[src/include/scci_defs.svh]
// Register offsets, field positions and reset values of the command block
`ifndef SCCI_DEFS_SVH
`define SCCI_DEFS_SVH
`define SCCI_ADDR_W 4
`define SCCI_OFF_CMD 4'h0
`define SCCI_OFF_CFG 4'h1
`define SCCI_OFF_STAT 4'h2
`define SCCI_OFF_IRQ 4'h3
`define SCCI_OFF_MASK 4'h4
`define SCCI_OFF_POS 4'h5
`define SCCI_OFF_ALARM 4'h6
`define SCCI_CMD_EN 0
`define SCCI_CMD_DONE 1
`define SCCI_CMD_IMM 2
`define SCCI_CFG_FALL 0
`define SCCI_CFG_SAW 1
`define SCCI_CFG_HWMAP 2
`define SCCI_EV_DONE 0
`define SCCI_EV_IMM 1
`define SCCI_EV_ALARM 2
`define SCCI_EV_HOME 3
`define SCCI_EV_W 4
`define SCCI_POS_W 16
`define SCCI_ALARM_RST 16'h1000
`define SCCI_DEC_STEP 16'h0001
`define SCCI_ZERO_POS 16'h0000
`define SCCI_SAW_CUT_CYC 8'h10
`define SCCI_UNMAPPED 32'hDEADBEEF
`endif

[src/include/scci_pkg.sv]
// Types shared by the shear cut command block
package scci_pkg;
    typedef enum logic [1:0] {
        SCCI_IDLE = 2'b00,
        SCCI_SYNC = 2'b01,
        SCCI_DECEL = 2'b10,
        SCCI_RETURN = 2'b11
    } scci_state_e;
    typedef struct packed {
        logic en;
        logic done;
        logic imm;
    } scci_cmd_s;
endpackage

[src/scci_top.sv]
// Shear cut command inputs: enable, cut completed and immediate cut
//
// Contract
// - Enable off disables the whole controller and all its functions.
// - Enable off forces every analog output to zero.
// - Enable off holds all internal counters in reset.
// - Enable on lets the control functions run.
// - Enable unmapped to hardware is set automatically after power on.
// - A setting picks rising or falling edge for cut completed.
// - Selected cut-completed edge starts deceleration, then reversal.
// - Reversal brings the carriage back to its rear home.
// - Without cut completed, carriage keeps following the material.
// - At alarm position raise alarm output, never stop the carriage.
// - Saw mode 1 generates cut completed internally.
// - Immediate-cut rising edge starts a cut cycle regardless of state.
// - Each command is hardware OR serial OR fieldbus source.
//
// Added by the designer: the register offsets and the Avalon-MM slave port.
`timescale 1ns/10ps
`include "scci_defs.svh"
module scci_top #(
    parameter int POS_W = `SCCI_POS_W
) (
    input wire logic mclk,
    input wire logic rst_n,
    input wire logic [`SCCI_ADDR_W-1:0] avs_address,
    input wire logic avs_read,
    input wire logic avs_write,
    input wire logic [31:0] avs_writedata,
    output logic [31:0] avs_readdata,
    output logic avs_waitrequest,
    input wire scci_pkg::scci_cmd_s hw_cmd,
    input wire scci_pkg::scci_cmd_s bus_cmd,
    input wire logic saw_axis_used,
    input wire logic [POS_W-1:0] master_speed,
    output logic [POS_W-1:0] analog_out,
    output logic [POS_W-1:0] carriage_pos,
    output logic cut_start,
    output logic alarm_out,
    output logic carriage_home,
    output logic ctrl_enabled,
    output logic irq
);
    import scci_pkg::*;

    scci_cmd_s ser_cmd_r;
    logic [2:0] cfg_r;
    logic [`SCCI_EV_W-1:0] stat_r;
    logic [`SCCI_EV_W-1:0] mask_r;
    logic [POS_W-1:0] alarm_pos_r;
    logic [POS_W-1:0] pos_r;
    logic [POS_W-1:0] speed_r;
    logic [POS_W-1:0] analog_r;
    scci_state_e state_r;
    scci_cmd_s cmd;
    scci_cmd_s prev_r;
    logic en_auto_r;
    logic init_done_r;
    logic done_edge;
    logic imm_edge;
    logic saw_done;
    logic cut_start_r;
    logic alarm_r;
    logic [7:0] saw_cnt_r;
    logic [`SCCI_EV_W-1:0] ev;
    logic rd_ack_r;
    logic wr_sel;

    // Three sources are ORed into one command
    always_comb begin
        cmd = hw_cmd | ser_cmd_r | bus_cmd;
        // Unmapped enable is taken from the power-on latch instead
        if (!cfg_r[`SCCI_CFG_HWMAP]) begin
            cmd.en = en_auto_r | ser_cmd_r.en | bus_cmd.en;
        end
    end

    assign ctrl_enabled = cmd.en;

    // Previous-sample compare yields one event per edge
    always_ff @(posedge mclk or negedge rst_n) begin
        if (!rst_n) begin
            prev_r <= '0;
        end else begin
            prev_r <= cmd;
        end
    end

    always_comb begin
        if (cfg_r[`SCCI_CFG_FALL]) begin
            done_edge = prev_r.done & ~cmd.done;
        end else begin
            done_edge = ~prev_r.done & cmd.done;
        end
        imm_edge = ~prev_r.imm & cmd.imm;
    end

    // Enable latch set once after reset release when not wired to a pin
    always_ff @(posedge mclk or negedge rst_n) begin
        if (!rst_n) begin
            en_auto_r <= 1'b0;
            init_done_r <= 1'b0;
        end else if (!init_done_r) begin
            init_done_r <= 1'b1;
            en_auto_r <= 1'b1;
        end
    end

    // Saw mode 1: a fixed cut time stands in for the external signal
    always_ff @(posedge mclk or negedge rst_n) begin
        if (!rst_n) begin
            saw_cnt_r <= '0;
        end else if (!cmd.en || !(cfg_r[`SCCI_CFG_SAW] && saw_axis_used)) begin
            saw_cnt_r <= '0;
        end else if (cut_start_r) begin
            saw_cnt_r <= `SCCI_SAW_CUT_CYC;
        end else if (saw_cnt_r != 8'h00) begin
            saw_cnt_r <= saw_cnt_r - 8'h01;
        end
    end

    assign saw_done = (saw_cnt_r == 8'h01);

    // Carriage sequence
    always_ff @(posedge mclk or negedge rst_n) begin
        if (!rst_n) begin
            state_r <= SCCI_IDLE;
        end else if (!cmd.en) begin
            state_r <= SCCI_IDLE;
        end else if (imm_edge) begin
            state_r <= SCCI_SYNC;
        end else begin
            unique case (state_r)
                SCCI_IDLE: begin
                    state_r <= SCCI_IDLE;
                end
                SCCI_SYNC: begin
                    // Machinery reports a finished cut; saw mode makes it here
                    if (done_edge || saw_done) begin
                        state_r <= SCCI_DECEL;
                    end
                end
                SCCI_DECEL: begin
                    if (speed_r == `SCCI_ZERO_POS) begin
                        state_r <= SCCI_RETURN;
                    end
                end
                SCCI_RETURN: begin
                    if (pos_r == `SCCI_ZERO_POS) begin
                        state_r <= SCCI_IDLE;
                    end
                end
            endcase
        end
    end

    // Carriage speed follows the material while synchronised
    always_ff @(posedge mclk or negedge rst_n) begin
        if (!rst_n) begin
            speed_r <= '0;
        end else if (!cmd.en) begin
            speed_r <= '0;
        end else if (state_r == SCCI_SYNC) begin
            speed_r <= master_speed;
        end else if (state_r == SCCI_DECEL && speed_r != `SCCI_ZERO_POS) begin
            speed_r <= speed_r - `SCCI_DEC_STEP;
        end else if (state_r == SCCI_RETURN) begin
            speed_r <= master_speed;
        end else begin
            speed_r <= '0;
        end
    end

    // Position counter; alarm never halts motion, by design of the machine
    always_ff @(posedge mclk or negedge rst_n) begin
        if (!rst_n) begin
            pos_r <= '0;
        end else if (!cmd.en) begin
            pos_r <= '0;
        end else if (state_r == SCCI_RETURN) begin
            if (pos_r > speed_r) begin
                pos_r <= pos_r - speed_r;
            end else begin
                pos_r <= `SCCI_ZERO_POS;
            end
        end else if (state_r == SCCI_SYNC || state_r == SCCI_DECEL) begin
            // Idle holds: the speed left over from the return must not
            // push the carriage off its home position again
            pos_r <= pos_r + speed_r;
        end
    end

    // Analog drive command is zero from the first clock after enable drops
    always_ff @(posedge mclk or negedge rst_n) begin
        if (!rst_n) begin
            analog_r <= '0;
        end else if (!cmd.en) begin
            analog_r <= '0;
        end else begin
            analog_r <= speed_r;
        end
    end

    // One-cycle cut strobe per immediate-cut edge
    always_ff @(posedge mclk or negedge rst_n) begin
        if (!rst_n) begin
            cut_start_r <= 1'b0;
        end else begin
            cut_start_r <= cmd.en & imm_edge;
        end
    end

    // Alarm only reports; the carriage keeps moving past it
    always_ff @(posedge mclk or negedge rst_n) begin
        if (!rst_n) begin
            alarm_r <= 1'b0;
        end else begin
            alarm_r <= cmd.en & (pos_r >= alarm_pos_r);
        end
    end

    assign analog_out = analog_r;
    assign carriage_pos = pos_r;
    assign cut_start = cut_start_r;
    assign alarm_out = alarm_r;
    assign carriage_home = (pos_r == `SCCI_ZERO_POS);

    always_comb begin
        ev = '0;
        ev[`SCCI_EV_DONE] = cmd.en & (done_edge | saw_done);
        ev[`SCCI_EV_IMM] = cut_start_r;
        ev[`SCCI_EV_ALARM] = cmd.en & (pos_r >= alarm_pos_r) & ~alarm_r;
        ev[`SCCI_EV_HOME] = (state_r == SCCI_RETURN) &
            (pos_r == `SCCI_ZERO_POS);
    end

    // Avalon slave: writes in one cycle, reads wait one cycle for data
    assign wr_sel = avs_write;
    assign avs_waitrequest = avs_read & ~rd_ack_r;

    // Serial-link command flags
    always_ff @(posedge mclk or negedge rst_n) begin
        if (!rst_n) begin
            ser_cmd_r <= '0;
        end else if (wr_sel && avs_address == `SCCI_OFF_CMD) begin
            ser_cmd_r <= avs_writedata[2:0];
        end
    end

    // Edge select, saw mode and enable mapping
    always_ff @(posedge mclk or negedge rst_n) begin
        if (!rst_n) begin
            cfg_r <= '0;
        end else if (wr_sel && avs_address == `SCCI_OFF_CFG) begin
            cfg_r <= avs_writedata[2:0];
        end
    end

    always_ff @(posedge mclk or negedge rst_n) begin
        if (!rst_n) begin
            mask_r <= '0;
        end else if (wr_sel && avs_address == `SCCI_OFF_MASK) begin
            mask_r <= avs_writedata[`SCCI_EV_W-1:0];
        end
    end

    always_ff @(posedge mclk or negedge rst_n) begin
        if (!rst_n) begin
            alarm_pos_r <= `SCCI_ALARM_RST;
        end else if (wr_sel && avs_address == `SCCI_OFF_ALARM) begin
            alarm_pos_r <= avs_writedata[POS_W-1:0];
        end
    end

    // Set wins over write-one-to-clear, so no event is lost to a clear
    genvar gi;
    generate
        for (gi = 0; gi < `SCCI_EV_W; gi++) begin : g_stat
            always_ff @(posedge mclk or negedge rst_n) begin
                if (!rst_n) begin
                    stat_r[gi] <= 1'b0;
                end else if (ev[gi]) begin
                    stat_r[gi] <= 1'b1;
                end else if (wr_sel && avs_address == `SCCI_OFF_IRQ &&
                    avs_writedata[gi]) begin
                    stat_r[gi] <= 1'b0;
                end
            end
        end
    endgenerate

    assign irq = |(stat_r & mask_r);

    // Read acknowledge toggles so each read waits exactly one cycle
    always_ff @(posedge mclk or negedge rst_n) begin
        if (!rst_n) begin
            rd_ack_r <= 1'b0;
        end else begin
            rd_ack_r <= avs_read & ~rd_ack_r;
        end
    end

    // Read data is loaded in the wait cycle and stands until the next read
    always_ff @(posedge mclk or negedge rst_n) begin
        if (!rst_n) begin
            avs_readdata <= '0;
        end else begin
            if (avs_read && !rd_ack_r) begin
                unique case (avs_address)
                    `SCCI_OFF_CMD: avs_readdata <= {29'h0, ser_cmd_r};
                    `SCCI_OFF_CFG: avs_readdata <= {29'h0, cfg_r};
                    `SCCI_OFF_STAT: avs_readdata <= {27'h0, state_r,
                        cmd};
                    `SCCI_OFF_IRQ: avs_readdata <= {28'h0, stat_r};
                    `SCCI_OFF_MASK: avs_readdata <= {28'h0, mask_r};
                    `SCCI_OFF_POS: avs_readdata <= {16'h0, pos_r};
                    `SCCI_OFF_ALARM: avs_readdata <= {16'h0, alarm_pos_r};
                    default: avs_readdata <= `SCCI_UNMAPPED;
                endcase
            end
        end
    end
endmodule

[config.mk]
export PLATFORM = sky130hd
export DESIGN_NAME = scci_top
export DESIGN_NICKNAME = d
export VERILOG_FILES = /design/src/include/scci_pkg.sv /design/src/scci_top.sv
export VERILOG_INCLUDE_DIRS = /design/src /design/src/include
export SDC_FILE = /design/constraint.sdc
export NUM_CORES = 1
export LEC_CHECK = 0
export ABC_AREA = 0
export BUFFER_PORTS_ARGS = -buffer_cell sky130_fd_sc_hd__buf_4
export CORE_ASPECT_RATIO = 1.5
export CORE_MARGIN = 3
export CORE_UTILIZATION = 50
export DETAILED_ROUTE_END_ITERATION = 12
export GPL_ROUTABILITY_DRIVEN = 0
export PLACE_DENSITY = 0.78
export SYNTH_ARGS = -nofsm -noshare
export SYNTH_HDL_FRONTEND = slang
export SYNTH_SLANG_ARGS = --single-unit
export TNS_END_PERCENT = 20
[constraint.sdc]
create_clock -name mclk -period 5.9 [get_ports mclk]
set_clock_uncertainty 0.05 [all_clocks]
set_input_delay 0 -clock mclk [delete_from_list [all_inputs] [get_ports mclk]]
set_output_delay 0 -clock mclk [all_outputs]
set_load 0.01 [all_outputs]
==> qor.csv <==
stage;metric;value;unit
pwr;p_seq_share;29.9;%
yosys;ys_seq_area_share;40.0;%
clock_network;cts_tree;yes;
sta;slew_viol_final;0;
worst_setup_path;critPathLaunchType;flip-flop;
sta;rsz0062_at_grt;no;
floorplan;die_y;151;um
run;maxCapViolCount;0;
sta;relSlewSlack;45.1;%
sta;worstMarginPinSlew;0.816;ns
route;avgRoutedWirePerCell;17.3;um
worst_setup_path;required;6.05;ns
sta;period_share;52.7;%
yosys;ys_ff_latch;112;
pwr;p_int;2.39;mW
min_path;hp-class;in2reg;
grt;antenna_found_initial;0;
route;drt_iter0_markers;269;
clock_network;root_buffer;clkbuf_16;
worst_setup_path;slowest_stage;nor2_1;
pwr;switchingPower;1.93;mW
clock_network;path_clk_slew;0.08;ns
worst_setup_path;max_stage_delay;0.62;ns
pwr;sw_frac_of_total;44.7;%
layout;antenna_cells;0;
yosys;synth_edf_count;0;
route;drt-total-wl;18000;um
grt;grt_max_degree;61;
floorplan;coreArea;0.0136;sq mm
worst_setup_path;crit_type;reg2reg;
route;num_vias;6028;
sta;setup_tns;0;ns
pwr;pwr-share-comb;55.2;%
yosys;async_flop_share;100;%
floorplan;ios;133;
pwr;clkPwrFrac;14.9;%
run_status;outcome;finished clean;
yosys;synth.avg_cell_area;9.32;sq um
placement;numPortBuffers;111;
pwr;ir_worst_vdd;262;uV
route;drtPass1Iterations;5;
yosys;synth_area;0.00700;sq mm
sta;hold_slack;0.0136;ns
sta;setup_viol;0;
clock_network;clock_path_buffers;2;
grt;grt-ovfl-total;0;
route;vias_per_cell;5.79;
layout;final_cell_mix;buf_4, dfrtp_1, nor2_1;
layout;syn_to_final_growth;21.7;%
yosys;synth-main-ff-cell;dfrtp_1;
layout;n_fill_cell;1116;
clock_network;cts_sinks;112;
sta;min_period;3.11;ns
worst_setup_path;critical_path_arrival;3.26;ns
route;ant_nets;0;
sta;hold_viol_final;0;
grt;grt_pass1_vias;5983;
floorplan;fp.dieW;103;um
sta;clock.fmax;0.322;GHz
yosys;synth.distinct_cells;71;
route;route.detailed.drc;0;
clock_network;ctsResizeCount;0;
clock_network;cts_made_buffers;9;
worst_setup_path;path_cells;ha_1 > a21o_1 > a21oi_1 > o21ai_0 > a221oi_1 > a21oi_1 > nor2_1 > o21ai_0;
layout;layout.nets;994;
floorplan;num_rows;52;
yosys;synthCells;751;
layout;final_common_cell;buf_4;
clock_network;clkLatencyLatePin;0.35;ns
pwr;p_leak;4.00;nW
layout;instances_no_fill;1042;
placement;dpl.cell_count;988;
grt;grt_pass1_wl;29000;um
clock_network;htree_levels;3;
grt;grt_usage;23.6;%
floorplan;dieArea;0.0155;sq mm
worst_setup_path;endpoint_kind;flip-flop;
worst_setup_path;worstPathMaxFanout;15;
placement;place_hpwl;13100;um
pwr;pwr_density_cell;506;mW/mm^2
layout;fin_util;62.7;%
floorplan;initial_core_util;51.5;%
layout;drive_gt1_share;20.9;%
yosys;yosysWarnings;0;
## cells in the mapped netlist, types with 2 or more instances
master      n  area (sq um)
a211o_1     2          17.5
a211oi_1    3          22.5
a21o_1     12          90.1
a21oi_1    36           180
a221oi_1   15           131
a22o_1      3          26.3
a22oi_1    11          82.6
a311o_1     2          20.0
a31oi_1     7          43.8
and2_1      5          31.3
and3_1      7          43.8
buf_1       2          7.51
buf_2       6          30.0
buf_4      15           113
buf_6       3          33.8
clkbuf_1   17          63.8
conb_1      2          7.51
dfrtp_1   111          2780
fa_1        2          40.0
ha_1       54           676
inv_1      54           203
mux2_2     30           338
mux2i_1     5          50.1
nand2_1    71           267
nand2b_1    7          43.8
nand3_1     9          45.0
nand4_1     5          31.3
nor2_1     72           270
nor2b_1    12          75.1
nor3_1     24           120
nor3b_1     2          15.0
nor4_1     14          87.6
o211ai_1    4          30.0
o21a_1      7          52.6
o21ai_0    37           185
o21ai_2    10          87.6
o311a_1     2          20.0
o31a_1      2          17.5
o31ai_1     7          52.6
or2_2       3          18.8
or3_1       5          31.3
xnor2_1    23           201
xor2_1      3          26.3
## per-layer routing
layer  global-route usage (%)  wire (um)
met5                        0          0
met4                     8.93        578
met3                     3.92        945
met2                     42.1       9190
met1                     28.1       7270
## power groups by stage
| stage | combinational (mW) | clock [mW] | sequential, mW |
|---|---|---|---|
| floorplan | 1.71 | 0 | 1.26 |
| CTS | 2.37 | 0.657 | 1.28 |
| global route | 2.65 | 0.687 | 1.32 |
| global placement | 2.29 | 0 | 1.29 |
| finish | 2.38 | 0.645 | 1.29 |
| detailed placement | 2.33 | 0 | 1.30 |
## worst paths after layout
kind	start	to	slack, ns	cells after the start
worst max register to register	carriage_pos[11]	carriage_pos[1]	2.79	8
worst min-delay path	avs_read	avs_readdata[14]	0.01	4
min in group asynchronous	rst_n	avs_readdata[12]	0.18	2
max in group asynchronous	rst_n	analog_out[2]	4.41	3
worst min register to register	init_done_r	en_auto_r	0.37	1
worst max-delay path	carriage_pos[11]	carriage_pos[1]	2.79	8
## repair_timing
action / 4_1_cts / 5_1_grt
endpoints found under the hold margin: 99 / 0
hold buffers: 38 / 0
buffers inserted: 0 / 0
## through the flow
stage / instance area [sq um] / total power [mW] / setup slack, ns
final: 8520 / 4.32 / 2.79
after global routing: 8520 / 4.66 / 2.50
after CTS: 8520 / 4.31 / 2.83
after detailed placement: 7830 / 3.63 / 2.85
after global placement: 7830 / 3.58 / 2.93
after floorplan: 7020 / 2.97 / 3.44
## critical path, delay by kind of cell (launching register included)
family / cells / cell delay [ns]
AOI/OAI and AO/OA: 6 / 1.26
and+or+nand+nor: 1 / 0.62
DFF: 1 / 0.51
adders and majority gates: 1 / 0.49
## registers in the layout (all words and copies together), names as in the netlist, 3 cells and up
register / count
mask_r: 4
saw_cnt_r: 8
avs_readdata: 17
analog_out: 16
stat_r: 4
ser_cmd_r: 3
carriage_pos: 16
cfg_r: 3
alarm_pos_r: 16
speed_r: 16
## area by class of cell
| class | count | area, sq um | share of cell area, % |
|---|---|---|---|
| multi-input cells | 545 | 3760 | 44.1 |
| flip-flops and latches | 112 | 2800 | 32.9 |
| repair buffers | 152 | 1240 | 14.5 |
| clock buffers | 10 | 239 | 2.80 |
| inverters | 55 | 206 | 2.42 |
| well taps | 162 | 203 | 2.38 |
| clock inverters | 6 | 73.8 | 0.866 |
## cell families after synthesis
kind of cell / share of synthesized area [%]
buffers and inverters: 6.49
muxes: 5.54
and+or+nand+nor: 16.5
DFF: 40.0
other: 0.107
xor gates and xnor gates: 3.25
AOI/OAI and AO/OA: 17.8
adders and majority gates: 10.2
No activity file was read; power rests on OpenSTA's default activity.
